--- src/include/fdt_pkg.sv ---
package fdt_pkg;

	// ----------------------------------------------------------------
	// widths
	// ----------------------------------------------------------------
	localparam int unsigned CNT_W   = 8;
	localparam int unsigned ADR_W   = 8;
	localparam int unsigned DAT_W   = 32;
	localparam int unsigned SEL_W   = 4;

	// ----------------------------------------------------------------
	// register byte offsets
	// ----------------------------------------------------------------
	localparam logic [7:0] ADDR_CTRL   = 8'h00;
	localparam logic [7:0] ADDR_RELOAD = 8'h04;
	localparam logic [7:0] ADDR_COUNT  = 8'h08;
	localparam logic [7:0] ADDR_STATUS = 8'h0c;
	localparam logic [7:0] ADDR_MASK   = 8'h10;

	// ----------------------------------------------------------------
	// field positions
	// ----------------------------------------------------------------
	localparam int unsigned CTRL_EN_BIT   = 0;
	localparam int unsigned CTRL_MODE_BIT = 1;
	localparam int unsigned CTRL_OVF_BIT  = 2;
	localparam int unsigned STAT_OVF_BIT  = 0;
	localparam int unsigned WE_LANE       = 0;

	// ----------------------------------------------------------------
	// reset values and limits
	// ----------------------------------------------------------------
	localparam logic       EN_RST     = 1'b0;
	localparam logic       MODE_RST   = 1'b0;
	localparam logic       OVF_RST    = 1'b0;
	localparam logic       MASK_RST   = 1'b0;
	localparam logic [7:0] RELOAD_RST = 8'h00;
	localparam logic [7:0] COUNT_RST  = 8'h00;
	localparam logic [7:0] COUNT_MAX  = 8'hff;

endpackage : fdt_pkg

--- src/rtl/fdt_sync3.sv ---
`timescale 1ns/1ns
module fdt_sync3 (
	// clock, enable and reset
	input  wire logic clk,
	input  wire logic arst_n,
	input  wire logic ce,
	// pin side
	input  wire logic din,
	// filtered side
	output logic      rise
);

	logic s1_reg;
	logic s2_reg;
	logic s3_reg;
	logic lvl_reg;

	// ----------------------------------------------------------------
	// three-stage capture, s1 feeds only s2
	// ----------------------------------------------------------------
	always_ff @(posedge clk or negedge arst_n) begin
		if (!arst_n) begin
			s1_reg <= 1'b0;
			s2_reg <= 1'b0;
			s3_reg <= 1'b0;
		end else if (ce) begin
			s1_reg <= din;
			s2_reg <= s1_reg;
			s3_reg <= s2_reg;
		end
	end

	// accepted level moves only when stages two and three agree
	always_ff @(posedge clk or negedge arst_n) begin
		if (!arst_n) begin
			lvl_reg <= 1'b0;
			rise    <= 1'b0;
		end else if (ce) begin
			if (s2_reg == s3_reg) begin
				lvl_reg <= s3_reg;
			end
			rise <= (s2_reg == s3_reg) && s3_reg && !lvl_reg;
		end
	end

endmodule : fdt_sync3

--- src/rtl/fdt_timer.sv ---
`timescale 1ns/1ns
module fdt_timer (
	// clock, enable, reset
	input  wire logic        clk,
	input  wire logic        ce,
	input  wire logic        arst_n,
	// wishbone slave
	input  wire logic        wb_cyc_i,
	input  wire logic        wb_stb_i,
	input  wire logic        wb_we_i,
	input  wire logic [7:0]  wb_adr_i,
	input  wire logic [3:0]  wb_sel_i,
	input  wire logic [31:0] wb_dat_i,
	output logic      [31:0] wb_dat_o,
	output logic             wb_ack_o,
	// divider input clock pin
	input  wire logic        div_clk_in,
	// timer outputs
	output logic             divided_output_clock,
	output logic             baud_gen_enable,
	output logic             irq
);

	// ----------------------------------------------------------------
	// state
	// ----------------------------------------------------------------
	logic       divider_enable;
	logic       normal_mode_select;
	logic       divider_overflow_flag;
	logic       ovf_mask_reg;
	logic [7:0] divider_reload_reg;
	logic [7:0] divider_count_reg;
	logic       tick;
	logic       run;
	logic       ovf;
	logic       req;
	logic       wr;
	logic       start;
	logic       flag_clr;
	logic [7:0] rd_next;

	// address match helper
	function automatic logic fdt_hit(input logic [7:0] adr, input logic [7:0] off);
		fdt_hit = (adr[7:2] == off[7:2]);
	endfunction : fdt_hit

	// ----------------------------------------------------------------
	// input clock pulse from the pin
	// ----------------------------------------------------------------
	fdt_sync3 u_sync (
		.clk    (clk),
		.arst_n (arst_n),
		.ce     (ce),
		.din    (div_clk_in),
		.rise   (tick)
	);

	// ----------------------------------------------------------------
	// bus decode
	// ----------------------------------------------------------------
	assign req      = wb_cyc_i && wb_stb_i && !wb_ack_o;
	assign wr       = req && wb_we_i && wb_sel_i[fdt_pkg::WE_LANE];
	assign run      = divider_enable && normal_mode_select;
	assign ovf      = ce && run && tick && (divider_count_reg == fdt_pkg::COUNT_MAX);
	assign start    = wr && fdt_hit(wb_adr_i, fdt_pkg::ADDR_CTRL)
		&& wb_dat_i[fdt_pkg::CTRL_EN_BIT] && wb_dat_i[fdt_pkg::CTRL_MODE_BIT] && !run;
	assign flag_clr = wr && fdt_hit(wb_adr_i, fdt_pkg::ADDR_STATUS)
		&& wb_dat_i[fdt_pkg::STAT_OVF_BIT];

	// one-cycle ack per request
	always_ff @(posedge clk or negedge arst_n) begin
		if (!arst_n) begin
			wb_ack_o <= 1'b0;
		end else if (ce) begin
			wb_ack_o <= req;
		end
	end

	// read mux, unmapped reads return zero
	always_comb begin
		rd_next = 8'h00;
		if (fdt_hit(wb_adr_i, fdt_pkg::ADDR_CTRL)) begin
			rd_next[fdt_pkg::CTRL_EN_BIT]   = divider_enable;
			rd_next[fdt_pkg::CTRL_MODE_BIT] = normal_mode_select;
			rd_next[fdt_pkg::CTRL_OVF_BIT]  = divider_overflow_flag;
		end else if (fdt_hit(wb_adr_i, fdt_pkg::ADDR_RELOAD)) begin
			rd_next = divider_reload_reg;
		end else if (fdt_hit(wb_adr_i, fdt_pkg::ADDR_COUNT)) begin
			rd_next = divider_count_reg;
		end else if (fdt_hit(wb_adr_i, fdt_pkg::ADDR_STATUS)) begin
			rd_next[fdt_pkg::STAT_OVF_BIT] = divider_overflow_flag;
		end else if (fdt_hit(wb_adr_i, fdt_pkg::ADDR_MASK)) begin
			rd_next[fdt_pkg::STAT_OVF_BIT] = ovf_mask_reg;
		end
	end

	// registered read data
	always_ff @(posedge clk or negedge arst_n) begin
		if (!arst_n) begin
			wb_dat_o <= 32'h0000_0000;
		end else if (ce && req) begin
			wb_dat_o <= {24'h00_0000, rd_next};
		end
	end

	// ----------------------------------------------------------------
	// control and configuration registers
	// ----------------------------------------------------------------
	always_ff @(posedge clk or negedge arst_n) begin
		if (!arst_n) begin
			divider_enable     <= fdt_pkg::EN_RST;
			normal_mode_select <= fdt_pkg::MODE_RST;
		end else if (ce && wr && fdt_hit(wb_adr_i, fdt_pkg::ADDR_CTRL)) begin
			divider_enable     <= wb_dat_i[fdt_pkg::CTRL_EN_BIT];
			normal_mode_select <= wb_dat_i[fdt_pkg::CTRL_MODE_BIT];
		end
	end

	// reload value
	always_ff @(posedge clk or negedge arst_n) begin
		if (!arst_n) begin
			divider_reload_reg <= fdt_pkg::RELOAD_RST;
		end else if (ce && wr && fdt_hit(wb_adr_i, fdt_pkg::ADDR_RELOAD)) begin
			divider_reload_reg <= wb_dat_i[7:0];
		end
	end

	// interrupt mask
	always_ff @(posedge clk or negedge arst_n) begin
		if (!arst_n) begin
			ovf_mask_reg <= fdt_pkg::MASK_RST;
		end else if (ce && wr && fdt_hit(wb_adr_i, fdt_pkg::ADDR_MASK)) begin
			ovf_mask_reg <= wb_dat_i[fdt_pkg::STAT_OVF_BIT];
		end
	end

	// baud clocking only outside normal mode
	assign baud_gen_enable = divider_enable && !normal_mode_select;

	// ----------------------------------------------------------------
	// counter
	// ----------------------------------------------------------------
	always_ff @(posedge clk or negedge arst_n) begin
		if (!arst_n) begin
			divider_count_reg <= fdt_pkg::COUNT_RST;
		end else if (ce) begin
			if (start) begin
				divider_count_reg <= divider_reload_reg;
			end else if (ovf) begin
				divider_count_reg <= divider_reload_reg;
			end else if (run && tick) begin
				divider_count_reg <= divider_count_reg + 8'h01;
			end
		end
	end

	// overflow flag, set beats a same-cycle clear
	always_ff @(posedge clk or negedge arst_n) begin
		if (!arst_n) begin
			divider_overflow_flag <= fdt_pkg::OVF_RST;
		end else if (ce) begin
			if (ovf) begin
				divider_overflow_flag <= 1'b1;
			end else if (flag_clr) begin
				divider_overflow_flag <= 1'b0;
			end
		end
	end

	// level interrupt from unmasked flag
	assign irq = divider_overflow_flag && ovf_mask_reg;

	// output clock: high from overflow to next counted input
	always_ff @(posedge clk or negedge arst_n) begin
		if (!arst_n) begin
			divided_output_clock <= 1'b0;
		end else if (ce) begin
			if (ovf) begin
				divided_output_clock <= 1'b1;
			end else if (!run || tick) begin
				divided_output_clock <= 1'b0;
			end
		end
	end

	// ----------------------------------------------------------------
	// checks
	// ----------------------------------------------------------------
	bus_ack_a: assert property (@(posedge clk) disable iff (!arst_n)
		(ce && wb_cyc_i && wb_stb_i && !wb_ack_o) |=> wb_ack_o ##1 !wb_ack_o || !ce)
		else $error("ack not a single cycle after request");
	baud_off_a: assert property (@(posedge clk) disable iff (!arst_n)
		normal_mode_select |-> !baud_gen_enable)
		else $error("baud clock active in normal mode");
	count_inc_a: assert property (@(posedge clk) disable iff (!arst_n)
		(ce && run && tick && !start && divider_count_reg != fdt_pkg::COUNT_MAX)
		|=> divider_count_reg == $past(divider_count_reg) + 8'h01)
		else $error("counter did not advance by one");
	count_read_a: assert property (@(posedge clk) disable iff (!arst_n)
		(ce && req && !wb_we_i && fdt_hit(wb_adr_i, fdt_pkg::ADDR_COUNT))
		|=> wb_ack_o && wb_dat_o[7:0] == $past(divider_count_reg))
		else $error("count read returned stale value");
	ovf_reload_a: assert property (@(posedge clk) disable iff (!arst_n)
		ovf |=> divider_count_reg == $past(divider_reload_reg))
		else $error("counter not reloaded on overflow");
	ovf_flag_a: assert property (@(posedge clk) disable iff (!arst_n)
		(ovf && ovf_mask_reg) |=> divider_overflow_flag && irq)
		else $error("overflow did not flag and interrupt");
	out_clock_a: assert property (@(posedge clk) disable iff (!arst_n)
		ovf |=> divided_output_clock and ((!ce || (run && !tick)) |=> divided_output_clock))
		else $error("output clock period wrong");
	hold_idle_a: assert property (@(posedge clk) disable iff (!arst_n)
		(!divider_enable && !start) |=> $stable(divider_count_reg) && !divided_output_clock)
		else $error("disabled counter moved");
	flag_clr_a: assert property (@(posedge clk) disable iff (!arst_n)
		(ce && flag_clr && !ovf) |=> !divider_overflow_flag)
		else $error("overflow flag not cleared");

endmodule : fdt_timer

--- config.mk ---
export PLATFORM = sky130hd
export DESIGN_NAME = fdt_timer
export DESIGN_NICKNAME = d
export VERILOG_FILES = /design/src/include/fdt_pkg.sv /design/src/rtl/fdt_sync3.sv /design/src/rtl/fdt_timer.sv
export SDC_FILE = /design/constraint.sdc
export NUM_CORES = 1
export LEC_CHECK = 0
export ABC_AREA = 0
export BUFFER_PORTS_ARGS = -buffer_cell sky130_fd_sc_hd__clkbuf_2
export CAP_MARGIN = 40
export CORE_ASPECT_RATIO = 1.25
export CORE_MARGIN = 5
export CORE_UTILIZATION = 48
export DETAILED_ROUTE_END_ITERATION = 12
export PLACE_DENSITY = 0.84
export SETUP_SLACK_MARGIN = 0.5
export SLEW_MARGIN = 20
export SYNTH_ARGS = -nofsm -noshare
export SYNTH_HDL_FRONTEND = slang
export SYNTH_SLANG_ARGS = --single-unit
--- constraint.sdc ---
create_clock -name clk -period 2.4 [get_ports clk]
set_input_delay 0.48 -clock clk [delete_from_list [all_inputs] [get_ports clk]]
set_output_delay 0.48 -clock clk [all_outputs]
set_load 0.05 [all_outputs]
==> summary.txt, run 1 <==
Min path
  • Worst hold-check path type: in2async

Clocking
  • CTS Sinks: 35
  • Num CTS Buffers: 5
  • CTS tree: done
  • Clock buffer depth: 2
  • Cts hold-fix bufs: 0
  • H-tree Lvls: 2
  • Clk slew on worst S/H paths: ~70 ps
  • Clk_lat worst skew: about 290 ps
  • Root Buffer: clkbuf_8

Setup path
  • Critical path type: in2reg
  • Kind of end point of the critical path: flip-flop
  • Worst reg2reg path startpoint: divider_count_reg[1]
  • Worst Path Arrival: between 2000 and 2500 ps
  • Critical Path Max Stage Delay: between 300 and 400 ps
  • Slowest CP cell: nor4_4
  • CP startpoint: wb_adr_i[7]
  • Worst Path Max Fanout: 14
  • Critical Path Source Type: input port
  • Worst-path cell chain: clkbuf_2 -> nor4_4 -> and4_4 -> buf_4 -> a31oi_4 -> o21bai_1 -> a211oi_2
  • CP required: about 2600 ps

Placed design
  • HPWL Detailed: roughly 3400 µm
  • GPL Wtd Cong: 0.8753
  • Number of port buffers: 33
  • Dpl cells: 289

Outcome
  • Status: complete, no violations

Power
  • Switching share of total power: 0.3435
  • Power per cell area: roughly 590 mW/mm²
  • Leak: around 0.0011 µW
  • NetSw: 472.9 µW
  • Max IR drop VDD: 0.0004166 V
  • Flop pwr share: 0.481
  • Combinational Power Share: 0.223
  • Clock power share: 0.296
  • Internal power: around 900 µW

GRT
  • Largest net degree at the start of global routing: 26
  • First-pass GRT wire length: between 7000 and 8000 µm
  • Total grt overflow: 0
  • Antenna violations before repair: 0
  • GRT Util Overall: 0.1722
  • Number of global-route vias before repair: around 1,600

Cells and area
  • Layout cell share with drive strength beyond 1: 0.3265
  • Antenna Cells: 0
  • Finished Layout Cells: 301
  • Nets: 297
  • Fill cells: 358
  • Area grow syn2layout: 14.05%

Floorplan
  • Std-Cell Rows: 26
  • DIE AREA: roughly 0.0057 mm²
  • Height of the die: between 80 and 90 µm
  • Die Wd: about 68 µm
  • Ports: between 80 and 90
  • Core Area: between 0.004 and 0.005 mm²
  • Initial cell density of the core: 0.4997

STA
  • Final count of negative-setup-slack endpoints: 0
  • Final max-slew violation count: 0
  • Clock skew: roughly 5.7 ps
  • Final Hold Viols: 0
  • Tmin final: roughly 1900 ps
  • Max frequency: between 500 and 600 MHz
  • RSZ-0062 raised after global routing: true
  • Setup_tns: 0 ps
  • Period utilization: 0.7719

Synth
  • #FFs+latches synth: 35
  • Number of synthesis warnings: 0
  • Post-Synthesis Cells: 202
  • Part of the Yosys area used for sequential elements: 0.4276
  • Post-synthesis async set-or-reset flop share: 1.000
  • Netlist cell types: 50
  • Synthesized area per cell: 10.14 µm²
  • Ys flop type: dfrtp_1
  • Post-synthesis cell area: approximately 0.0020 mm²
  • EDFF count, synth: 0

Route
  • Vias: 1,625
  • DRT iter0 DRCs: 58
  • DRC: 0
  • Vias per cell: 5.399
  • TritonRoute pass-1 iters: 4
  • Post-Route WL: between 4000 and 5000 µm
  • Routed wire per std cell: roughly 15 µm
  • Post-route ant nets: 0

Job
  • Max Cap Viol: 0
==> timing repair <==
action | 4_1_cts | 5_1_grt
pin swaps | 0 | 2
gates cloned | 0 | 0
resized for setup | 3 | 3
buffers inserted | 1 | 3
endpoints found under the setup margin | 4 | 8
==> power groups by stage <==
stage / Clock [µW] / Sequential [µW] / Combinational [µW]
2_1_floorplan: 0 / 747 / 180
3_3_place_gp: 0 / 671 / 298
3_5_place_dp: 0 / 674 / 306
4_1_cts: 417 / 663 / 307
5_1_grt: 442 / 669 / 328
6_report: 408 / 663 / 306
==> through the flow <==
step	hold slack, ps	setup WS (ps)	power, µW	util	instance area (µm²)
2_1_floorplan	184.4	343.8	926.9	-	2140
3_3_place_gp	371.4	242.2	969.7	0.5333	2186
3_5_place_dp	382.1	243.2	980.8	0.5333	2186
4_1_cts	69.62	536.2	1387	0.5577	2286
5_1_grt	81.15	477.5	1439	0.5699	2336
6_report	65.26	547.5	1377	0.5699	2336
==> Yosys cell counts (all sizes together), types with 3 or more instances <==
cell    count  area share
nor2       13       0.029
a22oi       5       0.018
a21oi      11       0.027
nor2b       3      0.0092
nand2      17       0.031
o21ai      14       0.034
buf        29        0.11
mux2i       5       0.024
mux2       15       0.084
nand3       5       0.012
clkbuf      3      0.0055
dfrtp      35        0.43
a211oi      3       0.013
inv         4      0.0073
and4        5       0.023
nand4       3      0.0092
and2        4       0.012
==> kinds of logic after synthesis <==
group                      after synthesis  synth area share
AOI/OAI and AO/OA                       48            0.1625
DFF                                     35            0.4276
muxes                                   20            0.1087
other                                    1          0.001831
buffers and inverters                   36            0.1234
adders and majority gates                2           0.01222
and+or+nand+nor                         60            0.1637
==> critical path: cells and delay by family <==
kind	cells	cell delay [ps]
AND/OR/NAND/NOR	2	690
AO/OA/AOI/OAI	3	610
buffers and inverters	2	260
==> per-layer routing <==
metal / vias to the layer above / wire length (µm) / global-route usage
li1: 759 / - / -
met1: 808 / 1766 / 0.2029
met2: 50 / 2550 / 0.2911
met3: 8 / 245 / 0.03378
met4: 0 / 74 / 0.07595
met5: - / 0 / 0
==> placed cells by master, fill, tap and decap left out, types with 3 or more instances in the layout <==
cell      Yosys  layout
clkbuf_2      0      33
nand3_1       5       5
nand4_1       3       3
mux2i_1       5       5
clkinv_2      0       3
o21ai_1       3       3
nand2_1      17      17
inv_1         4       4
nor2b_1       3       3
nor2_1       11      11
conb_1        1      24
buf_4        25      10
and2_1        3       3
a22oi_1       5       5
a21oi_1      11      11
o21ai_0      11      11
dfrtp_1      35      34
clkbuf_8      0       5
mux2_2       13      13
and4_4        1       3
==> final cells by class <==
| cell class | instances | area [µm²] | area share |
|---|---|---|---|
| clock inverters | 3 | 15.01 | 0.006427 |
| well taps | 56 | 70.07 | 0.02999 |
| multi-input cells | 154 | 1030 | 0.4408 |
| flip-flops and latches | 35 | 877.1 | 0.3755 |
| inverters | 4 | 15.01 | 0.006427 |
| clock buffers | 5 | 68.82 | 0.02946 |
| repair buffers | 44 | 260.3 | 0.1114 |
==> worst paths after layout <==
kind,endpoint,slack [ps],cells after the start
max reg2reg,divider_count_reg[3],550,6
max,divider_count_reg[2],550,7
min in group clk,divider_reload_reg[4],420,2
min reg2reg,u_sync.rise,470,1
min,divider_count_reg[7],70,1
max in group asynchronous,wb_dat_o[4],1710,2
(Power assumes the default switching activity.)
==> run 2: changes to the inputs <==
- clock period: 2.4 -> 1.9 ns (I/O delays scaled with it)
==> summary.txt, run 2 (synthesized netlist as in run 1, its figures left out) <==
Cells and area
  • Fill cells: 295 (-18%)
  • Commonest non-fill, non-tap cells in the layout: dfrtp_1, buf_4, clkbuf_2
  • Antenna Cells: 0 (unchanged)
  • Layout cell share with drive strength beyond 1: 0.4746 (+0.1481)
  • Nets: 328 (+10%)
  • Area grow syn2layout: 38.42%
  • Final Util: 0.6917 (+0.1218)
  • Commonest non-fill, non-tap cell in the layout: dfrtp_1

Power
  • Pwr Total: 1977 µW (+44%)
  • Max IR drop VDD: 0.0005872 V (+41%)
  • Power per cell area: 697.2 mW/mm² (+18%)
  • Leak: 0.001344 µW (+21%)

STA
  • Final count of negative-setup-slack endpoints: 0 (unchanged)
  • Period utilization: 0.9514
  • Final Hold Viols: 0 (unchanged)
  • Tmin final: ~1800 ps
  • Clock skew: 4.458 ps (-1.281 ps)
  • Final max-slew violation count: 0 (unchanged)
  • Setup_tns: 0 ps (unchanged)
  • Max frequency: roughly 550 MHz
  • RSZ-0062 raised after global routing: true

Route
  • Routed wire per std cell: 17.01 µm (+10%)
  • DRT iter0 DRCs: 93 (+60%)
  • WL met3: 379 µm (+55%)
  • Post-route ant nets: 0 (unchanged)
  • Vias per cell: 5.373 (-0.47%)
  • Vias: 1,784 (+9.8%)
  • Routed met1 length: 2076 µm (+18%)
  • Max layer used: met4
  • WL met2: 3103 µm (+22%)
  • DRC: 0 (unchanged)
  • Post-Route WL: 5647 µm (+22%)
  • TritonRoute pass-1 iters: 4 (unchanged)

Clocking
  • Clock buffer depth: 2 (unchanged)
  • Clk_lat worst skew: 300 ps (about the same)
  • H-tree Lvls: 2 (unchanged)
  • CTS Sinks: 35 (unchanged)
  • Root Buffer: clkbuf_8
  • CTS tree: done
  • Num CTS Buffers: 5 (unchanged)
  • Clk slew on worst S/H paths: 70 ps (about the same)

Floorplan
  • Initial cell density of the core: 0.4997 (unchanged)
  • Height of the die: 83.04 µm (unchanged)
  • Ports: 87 (unchanged)
  • DIE AREA: 0.005682 mm² (unchanged)
  • Die Wd: 68.43 µm (unchanged)
  • Core Area: 0.004099 mm² (unchanged)
  • Std-Cell Rows: 26 (unchanged)

GRT
  • Antenna violations before repair: 0 (unchanged)
  • GRT Util Overall: 0.1975 (+0.02529)
  • Total grt overflow: 0 (unchanged)
  • Largest net degree at the start of global routing: 20 (-23%)
  • Number of global-route vias before repair: 1,820 (+11%)
  • First-pass GRT wire length: 8611 µm (+14%)

Min path
  • Worst hold-check path type: in2async

Placed design
  • Number of port buffers: 33 (unchanged)
  • GPL Wtd Cong: 0.8329 (-4.8%)
  • HPWL Detailed: 3496 µm (+3.3%)

Job
  • Max Cap Viol: 0 (unchanged)

Setup path
  • Worst Path Max Fanout: 4 (-10)
  • Worst Path Arrival: 1990 ps (-70 ps)
  • Kind of end point of the critical path: flip-flop
  • CP required: 2080 ps (-520 ps)
  • Critical path type: reg2reg
  • Critical Path Source Type: flip-flop
  • Flop2flop setup slack: 90 ps (-460 ps)

Outcome
  • Status: complete, no violations
[run 2: worst paths after layout]
path                                      startpoint              endpoint  cells past startpoint
worst max-delay path            divider_count_reg[0]  divider_count_reg[5]                      6
worst min-delay path                          arst_n  divided_output_clock                      1
worst max register to register  divider_count_reg[0]  divider_count_reg[5]                      6
worst min register to register  divided_output_clock  divided_output_clock                      2
max in group asynchronous                     arst_n              wb_ack_o                      2
min in group clk                          div_clk_in         u_sync.s1_reg                      2
[run 2: critical path: stages, from the launching register on]
cell and delay, ps:
dfrtp_1 380, ha_2 190, and4_1 200, nand4_1 160
a21bo_4 270, mux2_4 300, o22a_1 190
[run 2: layout make-up]
cell class | count | area (µm²) | area share
multi-input cells | 155 | 1172 | 0.4135
flip-flops and latches | 35 | 877.1 | 0.3094
repair buffers | 74 | 583.1 | 0.2056
clock buffers | 6 | 82.58 | 0.02913
well taps | 56 | 70.07 | 0.02471
clock inverters | 2 | 35.03 | 0.01236
inverters | 4 | 15.01 | 0.005296
[run 2: metal layers]
metal	track usage	vias to the layer above
met4	0.05967	0
met3	0.05946	11
met2	0.3380	71
met5	0	-
met1	0.2284	884
li1	-	818
[run 2: stage by stage]
stage	hold slack (ps)	instance area, µm²	setup WS (ps)	cells
finish	34.37	2835	92.36	332
global route	56.26	2835	18.26	332
CTS	39.27	2646	160.0	325
detailed placement	357.6	2376	-138.8	306
global placement	353.5	2376	-82.09	306
floorplan	84.41	2178	-55.52	225
[run 2: report_power, final]
group / total [µW] / leakage, µW / internal, µW / switching [µW]
sequential: 839 / 0.000454 / 801 / 37.6
combinational: 430 / 0.000829 / 118 / 312
clock: 708 / 0.0000612 / 425 / 284
[run 2: what timing repair did]
action	in CTS	in global routing
pin swaps	10	13
cloned	1	0
setup buffers	10	7
resized for setup	16	43
endpoints found under the setup margin	20	29
hold buffers	0	0
==> run 3: changes to the inputs <==
- ABC_AREA: 0 -> 1
==> summary.txt, run 3 <==
Synth
  • Part of the Yosys area used for sequential elements: 0.4142 (-0.01341)
  • Post-synthesis async set-or-reset flop share: 1.000 (unchanged)
  • Number of synthesis warnings: 0 (unchanged)
  • Leading post-synthesis cells by cell area: dfrtp_1, nand2_1, buf_4, inv_1, nand3_1
  • Post-Synthesis Cells: 284 (+41%)
  • Top-count cell post-synth: nand2_1
  • Share of the synthesized area in the top cell type: 0.4142 (-0.01341)
  • #FFs+latches synth: 35 (unchanged)
  • Post-synthesis cell area: 0.002115 mm² (+3.2%)
  • Largest area contributor in the netlist: dfrtp_1
  • Netlist cell types: 30 (-40%)
  • Post-synth top cells: nand2_1, dfrtp_1, inv_1
  • EDFF count, synth: 0 (unchanged)
  • Synthesized area per cell: 7.446 µm² (-27%)
  • Ys flop type: dfrtp_1

Placed design
  • GPL Wtd Cong: 0.8381 (+0.62%)
  • HPWL Detailed: 3547 µm (+1.4%)
  • Number of port buffers: 33 (unchanged)
  • Placed instance area: 0.002317 mm² (-2.5%)

STA
  • Tmin final: 1578 ps (-229.4 ps)
  • Period utilization: 0.8307 (-0.1207)
  • RSZ-0062 raised after global routing: true
  • Clock skew: 6.437 ps (+1.980 ps)
  • Final Hold Viols: 0 (unchanged)
  • Final count of negative-setup-slack endpoints: 0 (unchanged)
  • Final max-slew violation count: 0 (unchanged)
  • Max frequency: 633.6 MHz (+15%)
  • Setup_tns: 0 ps (unchanged)

Floorplan
  • Std-Cell Rows: 27 (+3.8%)
  • Die Wd: 69.37 µm (+1.4%)
  • DIE AREA: 0.005841 mm² (+2.8%)
  • Core Area: 0.004324 mm² (+5.5%)
  • Initial cell density of the core: 0.4890 (-0.01069)
  • Ports: 87 (unchanged)
  • Height of the die: 84.21 µm (+1.4%)

Min path
  • Worst hold-check path type: in2reg

Cells and area
  • Fin area: 0.002671 mm² (-5.8%)
  • Layout cell share with drive strength beyond 1: 0.3101 (-0.1645)
  • Nets: 398 (+21%)
  • Commonest non-fill, non-tap cells in the layout: nand2_1, dfrtp_1, clkbuf_2
  • Commonest non-fill, non-tap cell in the layout: nand2_1
  • Area grow syn2layout: 26.33%
  • Antenna Cells: 0 (unchanged)

Route
  • TritonRoute pass-1 iters: 6 (+2)
  • Post-Route WL: 5654 µm (+0.12%)
  • DRC: 0 (unchanged)
  • DRT iter0 DRCs: 204 (+120%)
  • Routed wire per std cell: 14.03 µm (-18%)
  • Post-route ant nets: 0 (unchanged)
  • Vias: 2,031 (+14%)
  • Vias per cell: 5.040 (-6.2%)

Clocking
  • CTS tree: done
  • Clk_lat worst skew: 290 ps (about the same)
  • Clk slew on worst S/H paths: 70 ps (about the same)
  • H-tree Lvls: 2 (unchanged)
  • Clock buffer depth: 2 (unchanged)
  • CTS Sinks: 35 (unchanged)
  • Num CTS Buffers: 5 (unchanged)
  • Root Buffer: clkbuf_8

Setup path
  • Worst path most repeated cell: nand2_1
  • Worst-path cell chain: ha_4 -> nand3_4 -> nor2_4 -> nand4_1 -> nand2_2 -> nand2_1 -> nand3_2 -> nand2_1
  • Slowest CP cell: dfrtp_1
  • Critical Path Max Stage Delay: 430 ps (+50 ps)
  • Critical path type: reg2reg
  • Worst Path Max Fanout: 4 (unchanged)
  • Worst Path Arrival: 1750 ps (-240 ps)
  • Critical Path Source Type: flip-flop
  • CP required: 2080 ps (about the same)
  • Kind of end point of the critical path: flip-flop

Outcome
  • Status: complete, no violations

Power
  • Power per cell area: 647.9 mW/mm² (-7.1%)
  • Max IR drop VDD: 0.0003709 V (-37%)
  • Leak: 0.001434 µW (+6.7%)

GRT
  • Largest net degree at the start of global routing: 17 (-15%)
  • Total grt overflow: 0 (unchanged)
  • First-pass GRT wire length: 8155 µm (-5.3%)
  • GRT Util Overall: 0.1732 (-0.02427)
  • Antenna violations before repair: 0 (unchanged)
  • Number of global-route vias before repair: 1,835 (+0.82%)

Job
  • Max Cap Viol: 0 (unchanged)
==> run 3: cell types whose count changed after synthesis, moves of 4 or more <==
cell / previous run / this run
mux2i_1: 5 / 0
o22ai_1: 1 / 6
nand3_1: 5 / 23
and4_1: 4 / 0
nand2_1: 17 / 86
mux2_2: 13 / 0
a22oi_1: 5 / 0
nor2_1: 11 / 22
a21oi_1: 11 / 7
inv_1: 4 / 33
==> run 3: cells by family (layout without fill, tap and decap cells) <==
family,Yosys count,in the layout,share of synthesized area
AO/OA/AOI/OAI,28,28,0.07811
XOR/XNOR,4,4,0.01657
adder cells (fa/ha/maj),2,2,0.01183
buffers and inverters,64,102,0.1592
flip-flops,35,35,0.4142
other,1,24,0.001773
AND/OR/NAND/NOR,150,150,0.3183
==> run 3: per-layer routing <==
| metal | vias up | wire length, µm | GRT usage |
|---|---|---|---|
| met2 | 108 | 3022 | 0.3220 |
| met5 | - | 0 | 0 |
| li1 | 972 | - | - |
| met4 | 0 | 74 | 0.07460 |
| met1 | 943 | 2149 | 0.1877 |
| met3 | 8 | 408 | 0.03593 |
==> run 3: cell type report <==
type,instances,area (µm²)
Timing Repair Buffer,58,375.4
Tap cell,58,72.57
Fill cell,333,1653
Clock inverter,1,5.005
Multi-Input combinational cell,208,1115
Inverter,37,141.4
Sequential cell,35,879.6
Clock buffer,6,82.58
==> run 3: repair_timing <==
item	4_1_cts	5_1_grt
pin swaps	7	19
hold endpoints to repair	10	0
hold buffers	1	0
buffers inserted	6	11
setup endpoints to repair	10	26
resized for setup	9	26
==> run 3: stage by stage <==
| stage | utilization | hold slack, ps | cells | setup WS, ps | power, µW |
|---|---|---|---|---|---|
| floorplan | - | 84.41 | 307 | 417.7 | 1109 |
| finish | 0.6178 | 293.9 | 403 | 321.7 | 1731 |
| CTS | 0.5773 | 301.5 | 392 | 392.3 | 1699 |
| global route | 0.6178 | 341.4 | 403 | 247.7 | 1789 |
| global placement | 0.5359 | 275.1 | 378 | 166.8 | 1152 |
| detailed placement | 0.5359 | 281.1 | 378 | 155.9 | 1161 |
==> run 3: final timing paths <==
kind                                       from                   end  slack (ps)  cells past startpoint
setup / recovery           divider_count_reg[0]  divider_count_reg[0]         320                      8
hold / removal                       div_clk_in         u_sync.s1_reg         290                      3
setup reg to reg           divider_count_reg[0]  divider_count_reg[0]         320                      8
hold reg to reg                  u_sync.lvl_reg           u_sync.rise         480                      1
max in group asynchronous                arst_n  divider_count_reg[2]         890                      3
min in group asynchronous                arst_n         u_sync.s1_reg         510                      2
==> run 3: where the power goes <==
group	internal (µW)	total (µW)	switching (µW)
Combinational	92.9	369	276
Clock	284	546	262
Sequential	785	816	31.0
==> run 3: critical path, delay by kind of cell, from the launching register on <==
kind	cells	cell delay (ps)
AND/OR/NAND/NOR	7	850
flip-flops	1	430
adder cells (fa/ha/maj)	1	190
